## config.mk

```make
export PLATFORM = sky130hd
export DESIGN_NAME = ssid_config
export DESIGN_NICKNAME = d
export VERILOG_FILES = /design/src/shared/ssid_pkg.sv /design/src/ssid_config.sv
export SDC_FILE = /design/constraint.sdc
export NUM_CORES = 1
export LEC_CHECK = 0
export BUFFER_PORTS_ARGS = -buffer_cell sky130_fd_sc_hd__buf_2
export CORE_ASPECT_RATIO = 0.5
export CORE_MARGIN = 8
export CORE_UTILIZATION = 59
export DETAILED_ROUTE_END_ITERATION = 6
export GPL_TIMING_DRIVEN = 0
export PLACE_DENSITY = 0.86
export SLEW_MARGIN = 5
export SYNTH_ARGS = -nofsm -noshare
export SYNTH_HDL_FRONTEND = slang
export SYNTH_SLANG_ARGS = --single-unit
```

## constraint.sdc

```tcl
create_clock -name pclk -period 8.8 [get_ports pclk]
set_input_delay 1.76 -clock pclk [delete_from_list [all_inputs] [get_ports pclk]]
set_output_delay 1.76 -clock pclk [all_outputs]
set_load 0.03 [all_outputs]
```

## src/shared/ssid_pkg.sv

```systemverilog
// constants, register map and carriers for the station id loader
package ssid_pkg;

  localparam int ID_W = 7;
  localparam int DIGIT_W = 4;
  localparam int NODE_W = 14;
  localparam int CRC_W = 32;
  localparam int AW = 8;

  localparam logic [ID_W-1:0] DIGIT_WEIGHT = 7'h0a;
  localparam logic [NODE_W-1:0] NODE_MULT = 14'h0064;
  localparam logic [NODE_W-1:0] AXIS1_OFS = 14'h0001;
  localparam logic [NODE_W-1:0] AXIS2_OFS = 14'h0002;
  localparam logic [ID_W-1:0] FACTORY_ID = 7'h01;
  localparam logic [ID_W-1:0] ID_NONE = 7'h00;

  // settle time for the switch synchronisers before the one-time latch
  localparam int CLK_PERIOD_NS = 10;
  localparam int SETTLE_NS = 10000;
  localparam int SETTLE_CYC =
    (SETTLE_NS + CLK_PERIOD_NS - 1) / CLK_PERIOD_NS;
  localparam int SETTLE_W = $clog2(SETTLE_CYC + 1);

  localparam logic [AW-1:0] REG_STATUS = 8'h00;
  localparam logic [AW-1:0] REG_NODE = 8'h04;
  localparam logic [AW-1:0] REG_CTRL = 8'h08;
  localparam logic [AW-1:0] REG_DATA = 8'h0c;
  localparam logic [AW-1:0] REG_MCRC = 8'h10;
  localparam logic [AW-1:0] REG_CALC = 8'h14;
  localparam logic [AW-1:0] REG_SRC = 8'h18;
  localparam logic [AW-1:0] REG_FR = 8'h1c;

  localparam int CTRL_NVCLR = 0;
  localparam int CTRL_BEGIN = 1;
  localparam int CTRL_SRCFB = 2;
  localparam int CTRL_VALID = 3;
  localparam int CTRL_RESTART = 4;

  localparam int ST_ZERO = 7;
  localparam int ST_CFG = 8;
  localparam int ST_PERS = 11;
  localparam int ST_OPER = 12;
  localparam int ST_NVP = 13;
  localparam int ST_CRCFAIL = 14;
  localparam int ST_REFUSED = 15;
  localparam int ST_BOOTED = 16;
  localparam int NODE_AX2_LSB = 16;

  // fault reaction 0 is torque off, 1 is controlled stop one, instance 1
  localparam int NUM_FR_DEF = 4;
  localparam logic [1:0] FR_FORCED = 2'h3;

  typedef enum logic [1:0] {
    B_SETTLE = 2'b01,
    B_RUN = 2'b10
  } ssid_boot_t;

  typedef enum logic [2:0] {
    C_NONE = 3'b001,
    C_LOADED = 3'b010,
    C_VALID = 3'b100
  } ssid_cfg_t;

  // stored image: the set and the id it is bound to
  typedef struct packed {
    logic valid;
    logic factory;
    logic [ID_W-1:0] bound_id;
    logic [CRC_W-1:0] crc;
  } ssid_nv_t;

endpackage : ssid_pkg

```

## src/ssid_config.sv

```systemverilog
// station id loader, node addresses and safety parameter set validity
//
// The placing of the registers and register access over APB were decided locally.
`timescale 1ns/100ps
module ssid_config
  import ssid_pkg::*;
#(
  parameter int NUM_INST = 8,
  parameter int NUM_FR = NUM_FR_DEF
)(
  input wire logic pclk, // system clock
  input wire logic presetn, // power-on reset, active low
  input wire logic psel, // apb select
  input wire logic penable, // apb enable
  input wire logic pwrite, // apb direction
  input wire logic [AW-1:0] paddr, // apb byte address
  input wire logic [31:0] pwdata, // apb write data
  output logic [31:0] prdata, // apb read data
  output logic pready, // apb ready
  output logic pslverr, // apb error, unmapped address
  input wire logic [DIGIT_W-1:0] tens_digit_switch, // rotary, tens
  input wire logic [DIGIT_W-1:0] units_digit_switch, // rotary, units
  input wire ssid_nv_t nv_image, // stored set, stable from reset
  output ssid_nv_t nv_wr, // store request, valid is a pulse
  output logic nv_clr, // erase stored set, pulse
  input wire logic [NUM_INST-1:0] safe_din, // safe inputs, pins
  input wire logic [NUM_INST-1:0] fieldbus_req, // fieldbus demands
  input wire logic [NUM_INST-1:0] fn_event, // function events
  input wire logic io_fail, // io failure
  input wire logic internal_fail, // critical internal failure
  output logic [ID_W-1:0] safety_station_id, // latched id
  output logic [NODE_W-1:0] node_addr_ax1, // node address axis 1
  output logic [NODE_W-1:0] node_addr_ax2, // node address axis 2
  output logic operational, // set valid and usable
  output logic [NUM_INST-1:0] instance_active, // selected demand
  output logic [NUM_FR-1:0] fault_reaction // fired reactions
);
  ssid_boot_t boot_state;
  ssid_cfg_t cfg_state;
  logic [SETTLE_W-1:0] settle_cnt;
  logic [DIGIT_W-1:0] tens_s1, tens_s2, units_s1, units_s2;
  logic [NUM_INST-1:0] din_s1, din_s2;
  logic [ID_W-1:0] id_calc, nv_bound;
  logic latch_now, persistent, src_fb, nv_present, crc_fail, refused;
  logic [CRC_W-1:0] crc_acc, master_crc;
  logic [NUM_INST-1:0] src_sel;
  logic [NUM_FR-1:0] fr_en, fr_eff;
  logic acc_phase, wr_go, rd_take, mapped;
  logic wr_ctrl, wr_data, do_clr, do_begin, do_valid, do_restart;
  logic fb_refused, crc_ok, fault_hit;
  logic [31:0] next_prdata;
  // switch digits pass two flops before anything reads them
  always_ff @(posedge pclk or negedge presetn)
  begin
    if (!presetn)
      {tens_s1, tens_s2, units_s1, units_s2} <= '0;
    else
    begin
      {tens_s2, tens_s1} <= {tens_s1, tens_digit_switch};
      {units_s2, units_s1} <= {units_s1, units_digit_switch};
    end
  end
  assign id_calc = ({3'h0, tens_s2} * DIGIT_WEIGHT) + {3'h0, units_s2};
  assign latch_now = (boot_state == B_SETTLE) &&
                     (settle_cnt == SETTLE_W'(SETTLE_CYC));
  // factory image carries no id of its own: it belongs to id 01
  assign nv_bound = nv_image.factory ? FACTORY_ID : nv_image.bound_id;
  always_ff @(posedge pclk or negedge presetn)
  begin
    if (!presetn)
    begin
      boot_state <= B_SETTLE;
      settle_cnt <= '0;
    end
    else
    begin
      case (boot_state)
        B_SETTLE:
        begin
          settle_cnt <= settle_cnt + SETTLE_W'(1);
          if (latch_now)
            boot_state <= B_RUN;
        end
        B_RUN: settle_cnt <= settle_cnt;
        default: boot_state <= B_SETTLE;
      endcase
    end
  end
  // taken once; later switch movement waits for the next power-up
  always_ff @(posedge pclk or negedge presetn)
  begin
    if (!presetn)
    begin
      safety_station_id <= ID_NONE;
      {node_addr_ax1, node_addr_ax2} <= '0;
    end
    else if (latch_now)
    begin
      safety_station_id <= id_calc;
      node_addr_ax1 <= NODE_W'({7'h0, id_calc} * NODE_MULT) + AXIS1_OFS;
      node_addr_ax2 <= NODE_W'({7'h0, id_calc} * NODE_MULT) + AXIS2_OFS;
    end
  end
  // apb: one wait state, answer registered
  assign acc_phase = psel && penable;
  assign wr_go = acc_phase && pready && pwrite;
  assign rd_take = acc_phase && !pready;
  always_comb
  begin
    mapped = 1'b1;
    next_prdata = '0;
    case (paddr)
      REG_STATUS:
      begin
        next_prdata[ID_W-1:0] = safety_station_id;
        next_prdata[ST_ZERO] = (safety_station_id == ID_NONE);
        next_prdata[ST_CFG +: 3] = cfg_state;
        next_prdata[ST_PERS] = persistent;
        next_prdata[ST_OPER] = operational;
        next_prdata[ST_NVP] = nv_present;
        next_prdata[ST_CRCFAIL] = crc_fail;
        next_prdata[ST_REFUSED] = refused;
        next_prdata[ST_BOOTED] = (boot_state == B_RUN);
      end
      REG_NODE:
      begin
        next_prdata[NODE_W-1:0] = node_addr_ax1;
        next_prdata[NODE_AX2_LSB +: NODE_W] = node_addr_ax2;
      end
      REG_CTRL, REG_DATA: next_prdata = '0;
      REG_MCRC: next_prdata = master_crc;
      REG_CALC: next_prdata = crc_acc;
      REG_SRC: next_prdata[NUM_INST-1:0] = src_sel;
      REG_FR: next_prdata[NUM_FR-1:0] = fr_eff;
      default: mapped = 1'b0;
    endcase
  end
  always_ff @(posedge pclk or negedge presetn)
  begin
    if (!presetn)
      {pready, pslverr, prdata} <= '0;
    else
    begin
      pready <= rd_take;
      pslverr <= rd_take && !mapped;
      if (rd_take)
        prdata <= pwrite ? 32'h0 : next_prdata;
    end
  end
  assign wr_ctrl = wr_go && (paddr == REG_CTRL);
  assign wr_data = wr_go && (paddr == REG_DATA);
  assign do_clr = wr_ctrl && pwdata[CTRL_NVCLR];
  assign do_begin = wr_ctrl && pwdata[CTRL_BEGIN];
  assign do_valid = wr_ctrl && pwdata[CTRL_VALID];
  assign do_restart = wr_ctrl && pwdata[CTRL_RESTART];
  // fieldbus parametrisation needs an erased store first
  assign fb_refused = do_begin && pwdata[CTRL_SRCFB] && nv_present;
  assign crc_ok = (crc_acc == master_crc) &&
                  (safety_station_id != ID_NONE);
  always_ff @(posedge pclk or negedge presetn)
  begin
    if (!presetn)
      {master_crc, src_sel, fr_en} <= '0;
    else if (wr_go)
    begin
      if (paddr == REG_MCRC)
        master_crc <= pwdata;
      if (paddr == REG_SRC)
        src_sel <= pwdata[NUM_INST-1:0];
      if (paddr == REG_FR)
        fr_en <= pwdata[NUM_FR-1:0];
    end
  end
  // torque off and stop one cannot be switched off by software
  assign fr_eff = fr_en | NUM_FR'(FR_FORCED);
  // running checksum over the downloaded words
  always_ff @(posedge pclk or negedge presetn)
  begin
    if (!presetn)
      crc_acc <= '0;
    else if (do_begin && !fb_refused)
      crc_acc <= '0;
    else if (wr_data && cfg_state == C_LOADED)
      crc_acc <= {crc_acc[CRC_W-2:0], crc_acc[CRC_W-1]} ^ pwdata;
  end
  always_ff @(posedge pclk or negedge presetn)
  begin
    if (!presetn)
      cfg_state <= C_NONE;
    else if (latch_now)
    begin
      if (id_calc != ID_NONE && nv_image.valid && nv_bound == id_calc)
        cfg_state <= C_VALID;
      else
        cfg_state <= C_NONE;
    end
    else if (boot_state == B_RUN)
    begin
      case (cfg_state)
        C_NONE:
          if (do_begin && !fb_refused)
            cfg_state <= C_LOADED;
        C_LOADED:
          if (do_restart && src_fb)
            cfg_state <= C_NONE;
          else if (do_valid && crc_ok)
            cfg_state <= C_VALID;
        C_VALID:
          if (do_restart && !persistent)
            cfg_state <= C_NONE;
          else if (do_clr && persistent)
            cfg_state <= C_NONE;
          else if (do_begin && !fb_refused)
            cfg_state <= C_LOADED;
        default: cfg_state <= C_NONE;
      endcase
    end
  end
  always_ff @(posedge pclk or negedge presetn)
  begin
    if (!presetn)
      {persistent, src_fb} <= 2'b00;
    else if (latch_now)
      persistent <= nv_image.valid && nv_bound == id_calc &&
                    id_calc != ID_NONE;
    else if (do_begin && !fb_refused)
    begin
      src_fb <= pwdata[CTRL_SRCFB];
      persistent <= 1'b0;
    end
    else if (do_valid && crc_ok && cfg_state == C_LOADED)
      persistent <= !src_fb;
  end
  always_ff @(posedge pclk or negedge presetn)
  begin
    if (!presetn)
      {crc_fail, refused} <= 2'b00;
    else
    begin
      if (do_valid)
        crc_fail <= !(crc_ok && cfg_state == C_LOADED);
      if (do_begin)
        refused <= fb_refused;
    end
  end
  // store side: erase on id change or 00, write persistent sets
  always_ff @(posedge pclk or negedge presetn)
  begin
    if (!presetn)
      {nv_clr, nv_wr, nv_present} <= '0;
    else
    begin
      nv_clr <= 1'b0;
      nv_wr.valid <= 1'b0;
      if (latch_now)
      begin
        // erasing, not just ignoring, keeps a restored id from reviving it
        if (nv_image.valid &&
            (id_calc == ID_NONE || nv_bound != id_calc))
        begin
          nv_clr <= 1'b1;
          nv_present <= 1'b0;
        end
        else
          nv_present <= nv_image.valid;
      end
      else if (do_clr)
      begin
        nv_clr <= 1'b1;
        nv_present <= 1'b0;
      end
      else if (do_valid && crc_ok && cfg_state == C_LOADED && !src_fb)
      begin
        nv_wr.valid <= 1'b1;
        nv_wr.factory <= 1'b0;
        nv_wr.bound_id <= safety_station_id;
        nv_wr.crc <= crc_acc;
        nv_present <= 1'b1;
      end
    end
  end
  always_ff @(posedge pclk or negedge presetn)
  begin
    if (!presetn)
      operational <= 1'b0;
    else
      operational <= (cfg_state == C_VALID) &&
                     (safety_station_id != ID_NONE) &&
                     (boot_state == B_RUN);
  end
  generate
    for (genvar i = 0; i < NUM_INST; i++)
    begin : g_inst
      always_ff @(posedge pclk or negedge presetn)
      begin
        if (!presetn)
          {din_s1[i], din_s2[i], instance_active[i]} <= 3'b000;
        else
        begin
          din_s1[i] <= safe_din[i];
          din_s2[i] <= din_s1[i];
          instance_active[i] <= src_sel[i] ? fieldbus_req[i]
                                           : din_s2[i];
        end
      end
    end
  endgenerate
  assign fault_hit = (|fn_event) || io_fail || internal_fail;
  always_ff @(posedge pclk or negedge presetn)
  begin
    if (!presetn)
      fault_reaction <= '0;
    else
      fault_reaction <= fr_eff & {NUM_FR{fault_hit}};
  end
  AST_ID_LATCH: assert property (@(posedge pclk) disable iff (!presetn)
    latch_now |=> safety_station_id == $past(id_calc))
    else $error("station id not taken from the digits");
  AST_ID_FROZEN: assert property (@(posedge pclk) disable iff (!presetn)
    (boot_state == B_RUN) ##1 (boot_state == B_RUN)
      |-> $stable(safety_station_id))
    else $error("station id moved after power-up");
  AST_NODE: assert property (@(posedge pclk) disable iff (!presetn)
    (boot_state == B_RUN) ##1 1'b1
      |-> node_addr_ax2 == node_addr_ax1 + AXIS1_OFS
      && node_addr_ax1 ==
        NODE_W'({7'h0, safety_station_id} * NODE_MULT) + AXIS1_OFS)
    else $error("node address does not follow station id");
  AST_ZERO_ID: assert property (@(posedge pclk) disable iff (!presetn)
    operational |-> safety_station_id != ID_NONE)
    else $error("operational with id 00");
  AST_MISMATCH: assert property (@(posedge pclk) disable iff (!presetn)
    latch_now && nv_image.valid && nv_bound != id_calc |=> nv_clr ##1 !operational)
    else $error("id change did not erase the stored set");
  AST_OPER: assert property (@(posedge pclk) disable iff (!presetn)
    cfg_state != C_VALID |=> !operational)
    else $error("operational without a validated set");
  AST_VOLATILE: assert property (@(posedge pclk) disable iff (!presetn)
    do_restart && cfg_state == C_VALID && !persistent && boot_state == B_RUN
      |=> cfg_state == C_NONE ##1 !operational)
    else $error("volatile set survived a stack restart");
  AST_CRC: assert property (@(posedge pclk) disable iff (!presetn)
    do_valid && cfg_state == C_LOADED && crc_acc != master_crc
      |=> cfg_state == C_LOADED && crc_fail)
    else $error("set accepted with a wrong checksum");
  AST_FORCED: assert property (@(posedge pclk) disable iff (!presetn)
    fault_hit |=> fault_reaction[1:0] == FR_FORCED)
    else $error("forced reactions did not fire");
  AST_PERSIST: assert property (@(posedge pclk) disable iff (!presetn)
    do_valid && crc_ok && cfg_state == C_LOADED && boot_state == B_RUN
      |=> nv_wr.valid == !$past(src_fb))
    else $error("persistence does not follow the download path");
endmodule : ssid_config

```

==> flow_metrics.env, run 1 <==
export IMPL_synth_cell_types=61
export IMPL_io_pins=244
export IMPL_antenna_found_initial=1
export IMPL_netlist_area_leader_share_pct=52.1
export IMPL_yosys_top_cells_area="dfrtp_1, mux2_2, ha_1"
export IMPL_cts_setup_buffers=0
export IMPL_period_needed_ns=4.47
export IMPL_ys_ff_latch=230
export IMPL_post_cts_resized=0
export IMPL_drc=7
export IMPL_clk_pin_slew_ns=0.06
export IMPL_grt_overflow=0
export IMPL_hold_class="flop to flop"
export IMPL_gp_congestion=0.970
export IMPL_fillers=1325
export IMPL_clk_insertion_delay_late_ns=0.51
export IMPL_final_core_util_pct=72.0
export IMPL_clockBufferDepth=3
export IMPL_setup_viol=0
export IMPL_synth_edf_count=0
export IMPL_cts_num_sinks=230
export IMPL_ir_drop_v=0.000137
export IMPL_combPwrFrac_pct=13.1
export IMPL_synth_seq_area_share_pct=52.6
export IMPL_fin_crit_sh_pct=50.9
export IMPL_chipHeight_um=112
export IMPL_antenna_left=0
export IMPL_stdcell_area_sq_um=13200
export IMPL_critical_path_arrival_ns=4.91
export IMPL_rows=35
export IMPL_viasPerCell=6.19
export IMPL_syn_inst=928
export IMPL_yosys_most_used_dff="dfrtp_1"
export IMPL_drive_gt1_share_pct=32.0
export IMPL_worst_path_max_fanout=3
export IMPL_setup_tns_ns=0
export IMPL_worst_ep_required_time_ns=9.24
export IMPL_worst_pin_slew_ns=1.33
export IMPL_clock_root_buffer="clkbuf_16"
export IMPL_core_sq_um=18300
export IMPL_cts_tree="built"
export IMPL_syn_area_per_cell_sq_um=11.8
export IMPL_critPathKind="flop to flop"
export IMPL_skew_ns=0.0137
export IMPL_power_density_cell_area_nw_per_um2=185
export IMPL_leakagePower_nw=6.77
export IMPL_grt_pass1_wl_mm=50.9
export IMPL_switching_share_pct=24.6
export IMPL_grt_pass1_vias=9073
export IMPL_dr_pass1_iters=7
export IMPL_rsz0062_at_grt="false"
export IMPL_antenna_cells=0
export IMPL_htreeDepth=1
export IMPL_first_iter_violations=1057
export IMPL_synth_warnings=0
export IMPL_cts_buffers=22
export IMPL_num_nets_final=1325
export IMPL_end_kind="flop"
export IMPL_power_frac_seq_pct=44.1
export IMPL_die_w_um=209
export IMPL_cts_hold_buffers=0
export IMPL_hpwl_mm=24.5
export IMPL_async_flop_share_pct=100
export IMPL_p_int_mw=1.83
export IMPL_maxCapViolCount=0
export IMPL_synth_area_sq_um=11000
export IMPL_p_sw_mw=0.599
export IMPL_clockPowerShare_pct=42.8
export IMPL_relSlewSlack_pct=10.5
export IMPL_wire_per_inst_um=23.1
export IMPL_cp_start_kind="flop"
export IMPL_status="complete, but fails checks"
export IMPL_placedInstanceArea_sq_um=12400
export IMPL_grt_usage_pct=27.3
export IMPL_io_buffers=208
export IMPL_fmax_mhz=223
export IMPL_vias=8780
export IMPL_start_util_pct=59.8
export IMPL_synth_top_area_cell="dfrtp_1"
export IMPL_die_area_sq_um=23400
export IMPL_slew_violations=0
export IMPL_totalWireLength_mm=32.8
export IMPL_grt_max_degree=122
export IMPL_violations="design-rule violations"
export IMPL_final_hold_viol_count=0
export IMPL_syn2layout_area_growth_pct=20.3
==> area by class of cell <==
cell class / count / area [sq um] / area share (%)
sequential: 230 / 5760 / 43.7
multi-input combinational: 616 / 4810 / 36.5
timing repair buffer: 210 / 1110 / 8.39
clock buffer: 29 / 638 / 4.84
buffer: 60 / 315 / 2.39
tap: 240 / 300 / 2.28
clock inverter: 10 / 165 / 1.25
inverter: 24 / 90.1 / 0.684
==> power by group through the flow <==
stage	clock network (mW)	registers, mW	logic, mW
after global placement	0	1.09	0.294
after CTS	1.05	1.07	0.318
final	1.04	1.07	0.319
after floorplan	0	1.10	0.202
after detailed placement	0	1.09	0.312
after global routing	1.09	1.07	0.354
==> cell usage after synthesis (all sizes together) (2+ instances only) <==
master,n
fa,4
a22o,10
xnor2,49
nand3,14
nor2b,6
a22oi,5
nor2,46
nand4,9
a31oi,3
nor4,25
a211oi,33
dfrtp,228
a21oi,21
nor4bb,2
ha,37
and2,5
nand2b,4
and4,4
nand2,70
nor3,14
buf,25
a222oi,30
o21bai,2
dfstp,2
a21o,11
or2,3
inv,24
or4,3
mux2,92
clkbuf,35
mux2i,3
xor2,39
and3,5
a221oi,4
or3,3
o21ai,40
==> registers in the layout (all words and copies together), names as in the netlist, 8 cells and up <==
signal,cells
prdata,32
master_crc,32
crc_acc,32
nv_wr,40
src_sel,8
instance_active,8
settle_cnt,10
din_s1,8
node_addr_ax2,10
din_s2,8
==> per-layer routing <==
metal | wire length [um] | global-route usage (%) | up-vias
met5 | 10 | 0 | -
li1 | - | - | 3834
met2 | 15300 | 44.3 | 520
met3 | 3710 | 8.65 | 78
met4 | 951 | 7.29 | 2
met1 | 12800 | 35.2 | 4346
==> worst paths after layout <==
path	startpoint	endpoint	slack [ns]	cells after the start
setup / recovery	tens_s2[1]	node_addr_ax2[13]	4.33	15
hold / removal	units_s1[1]	units_s2[1]	0.35	0
setup reg to reg	tens_s2[1]	node_addr_ax2[13]	4.33	15
hold reg to reg	units_s1[1]	units_s2[1]	0.35	0
max in group asynchronous	presetn	nv_wr[10]	6.52	3
min in group asynchronous	presetn	settle_cnt[3]	1.10	1
==> stage by stage <==
stage	power (mW)	instances	hold WS (ns)	worst slack, ns
4_1_cts	2.44	1419	0.350	4.34
2_1_floorplan	1.30	930	0.331	4.77
3_3_place_gp	1.39	1378	0.332	2.20
5_1_grt	2.51	1419	0.352	4.16
3_5_place_dp	1.40	1380	0.336	4.06
6_report	2.43	1419	0.347	4.33
==> cell families after synthesis <==
family	after synthesis	synth area share [%]
and+or+nand+nor	217	10.2
buffers and inverters	84	3.70
adders and majority gates	41	4.96
xor gates and xnor gates	89	7.24
AOI/OAI and AO/OA	171	11.3
DFF	230	52.6
muxes	95	10.1
other	1	0.0342
==> cells in the final DEF, fill, tap and decap left out, types with 14 or more instances in the layout <==
| master | count |
|---|---|
| dfrtp_1 | 228 |
| buf_2 | 210 |
| mux2_2 | 82 |
| nand2_1 | 70 |
| xnor2_1 | 49 |
| nor2_1 | 46 |
| o21ai_0 | 40 |
| xor2_1 | 39 |
| clkbuf_1 | 37 |
| ha_1 | 37 |
| a211oi_1 | 33 |
| a222oi_1 | 30 |
| inv_1 | 24 |
| clkbuf_16 | 23 |
| a21oi_1 | 21 |
| buf_4 | 21 |
| nor4_1 | 20 |
| nor3_1 | 14 |
==> worst max-delay path, stage by stage (launching register included) <==
cell and delay, ns:
dfrtp_1 0.43, ha_1 0.31, ha_1 0.21, fa_1 0.54, nand2_1 0.06, a21oi_1 0.34, xnor2_1 0.29, inv_1 0.12
ha_1 0.30, inv_1 0.04, ha_1 0.28, ha_1 0.30, ha_1 0.34, or2_2 0.32, a2111o_1 0.43, nand3_1 0.09
No activity file was read; power rests on OpenSTA's default activity.
==> run 2, diff against run 1 <==
Settings changed: CORE_UTILIZATION 59 to 49, PLACE_DENSITY 0.86 to 0.76.
Clock period 8.8 ns to 3.7 ns, I/O delays scaled along.
==> flow_metrics.env, run 2 (same netlist as run 1, synthesis figures left out) <==
export IMPL_seq_area_sq_um=5760
export IMPL_timing_critical_path_to="node_addr_ax2[13]"
export IMPL_critPathKind="flop to flop"
export IMPL_io_pins=244
export IMPL_maxCapViolCount=0
export IMPL_io_buffers=208
export IMPL_worst_ep_required_time_ns=4.14
export IMPL_rsz0062_at_grt="true"
export IMPL_slowest_delay_ns=0.49
export IMPL_antenna_left=0
export IMPL_clock_root_buffer="clkbuf_16"
export IMPL_grt_pass1_wl_mm=51.3
export IMPL_first_iter_violations=1002
export IMPL_drive_gt1_share_pct=36.3
export IMPL_cp_start_kind="flop"
export IMPL_setup_viol=2
export IMPL_worst_path_buf_inv=2
export IMPL_r2r_start="tens_s2[3]"
export IMPL_gp_congestion=0.953
export IMPL_multi_input_area_sq_um=5140
export IMPL_dr_pass1_iters=6
export IMPL_violations="negative setup slack"
export IMPL_dp_slack_ns=-0.306
export IMPL_relSlewSlack_pct=18.1
export IMPL_viasPerCell=5.79
export IMPL_largest_register="nv_wr"
export IMPL_final_core_util_pct=62.8
export IMPL_die_area_sq_um=27700
export IMPL_grt_overflow=0
export IMPL_r2r_end="node_addr_ax2[13]"
export IMPL_fmax_mhz=263
export IMPL_clk_insertion_delay_late_ns=0.51
export IMPL_final_hold_viol_count=0
export IMPL_rrSetupSlack_ns=-0.11
export IMPL_cts_num_sinks=230
export IMPL_die_w_um=227
export IMPL_critical_path_cell_chain="ha_1 > ha_2 > fa_2 > buf_6 > a32oi_4 > buf_6 > ha_4 > ha_1 > ha_4 > ha_4 > a211o_1 > a2111o_1 > nand3_1"
export IMPL_critical_path_arrival_ns=4.25
export IMPL_period_needed_ns=3.81
export IMPL_ir_drop_v=0.000276
export IMPL_vias=8691
export IMPL_grt_usage_pct=23.7
export IMPL_final_setup_worst_slack_ns=-0.105
export IMPL_syn2layout_area_growth_pct=25.0
export IMPL_crit_top_cell="ha_4"
export IMPL_grt_max_degree=82
export IMPL_power_density_cell_area_nw_per_um2=441
export IMPL_cts_tree="built"
export IMPL_fin_crit_sh_pct=103
export IMPL_hpwl_mm=24.5
export IMPL_num_nets_final=1346
export IMPL_antenna_found_initial=1
export IMPL_path_delay_family="adder cells"
export IMPL_r2r_cells=13
export IMPL_worst_path_max_fanout=4
export IMPL_totalWireLength_mm=34.0
export IMPL_start_util_pct=50.2
export IMPL_drc=0
export IMPL_crit_path_start="tens_s2[3]"
export IMPL_final_cell_mix="dfrtp_1, buf_2, mux2_2, nand2_1, xnor2_1"
export IMPL_hold_class="input port to asynchronous set/reset pin"
export IMPL_worst_pin_slew_ns=1.22
export IMPL_end_kind="flop"
export IMPL_htreeDepth=1
export IMPL_mostFrequentLayoutCell="dfrtp_1"
export IMPL_chipHeight_um=122
export IMPL_worstSetupPathDepth=13
export IMPL_leakagePower_nw=6.83
export IMPL_cts_buffers=22
export IMPL_clk_pin_slew_ns=0.07
export IMPL_largest_reg_flops=40
export IMPL_core_sq_um=21800
export IMPL_crit_slowest_cell="fa_2"
export IMPL_fillers=1689
export IMPL_grt_pass1_vias=8806
export IMPL_skew_ns=0.0106
export IMPL_status="complete, but fails checks"
export IMPL_rows=38
export IMPL_setup_tns_ns=-0.204
export IMPL_cts_hold_buffers=0
export IMPL_clockBufferDepth=3
export IMPL_wire_per_inst_um=22.7
export IMPL_slew_violations=0
[run 2: cell count changes in the layout (fill, tap and decap cells not counted), moves of 3 or more]
cell,change
a21oi_1,-5
a21oi_4,+3
buf_4,+18
buf_6,+3
clkinvlp_4,+6
ha_1,-17
ha_4,+16
inv_1,-4
inv_2,+4
[run 2: cell type report]
cell class                 count  share of cell area, %
antenna                        1                 0.0183
buffer                        60                   2.30
clock buffer                  28                   4.56
clock inverter                11                  0.877
inverter                      24                  0.658
multi-input combinational    616                   37.5
sequential                   230                   42.0
tap                          300                   2.74
timing repair buffer         231                   9.31
[run 2: worst reg2reg max path, cell delays in order, from the launching register on]
cell and delay (ns):
dfrtp_1 0.38, ha_1 0.30, ha_2 0.19, fa_2 0.49, buf_6 0.15, a32oi_4 0.32
buf_6 0.15, ha_4 0.20, ha_1 0.33, ha_4 0.28, ha_4 0.20, a211o_1 0.27
a2111o_1 0.42, nand3_1 0.07
[run 2: what timing repair did]
| action | 4_1_cts | 5_1_grt |
|---|---|---|
| setup endpoints to repair | 3 | 7 |
| setup buffers | 15 | 6 |
| pin swaps | 21 | 14 |
| resized for setup | 17 | 11 |
[run 2: worst min-delay path by stage]
stage	to	slack [ns]	depth (start not counted)
after floorplan	din_s2[0]	0.33	0
after global placement	units_s2[0]	0.33	0
after global routing	settle_cnt[5]	0.24	1
after detailed placement	din_s2[1]	0.33	0
after CTS	units_s1[0]	0.22	1
final	units_s1[1]	0.19	1
[run 2: power by group]
group          leakage, nW  switching, mW  internal (mW)
Sequential            3.10         0.0131           2.54
Combinational         3.39          0.595          0.562
Clock                0.348          0.995           1.34
Total                 6.83           1.60           4.44
[run 2: through the flow]
step | hold slack, ns | cells | power [mW] | area (sq um)
2_1_floorplan | 0.331 | 930 | 3.20 | 11100
6_report | 0.194 | 1501 | 6.04 | 13700
3_5_place_dp | 0.335 | 1440 | 3.46 | 12600
3_3_place_gp | 0.333 | 1438 | 3.43 | 12500
4_1_cts | 0.217 | 1494 | 5.95 | 13600
5_1_grt | 0.239 | 1500 | 6.26 | 13700
[run 2: per-layer routing]
layer,vias to the layer above,global-route usage (%),share of wire (%)
li1,3877,-,-
met1,4406,32.1,42
met2,349,38.8,48
met3,59,4.75,8.0
met4,0,6.42,2.3
met5,-,0,0
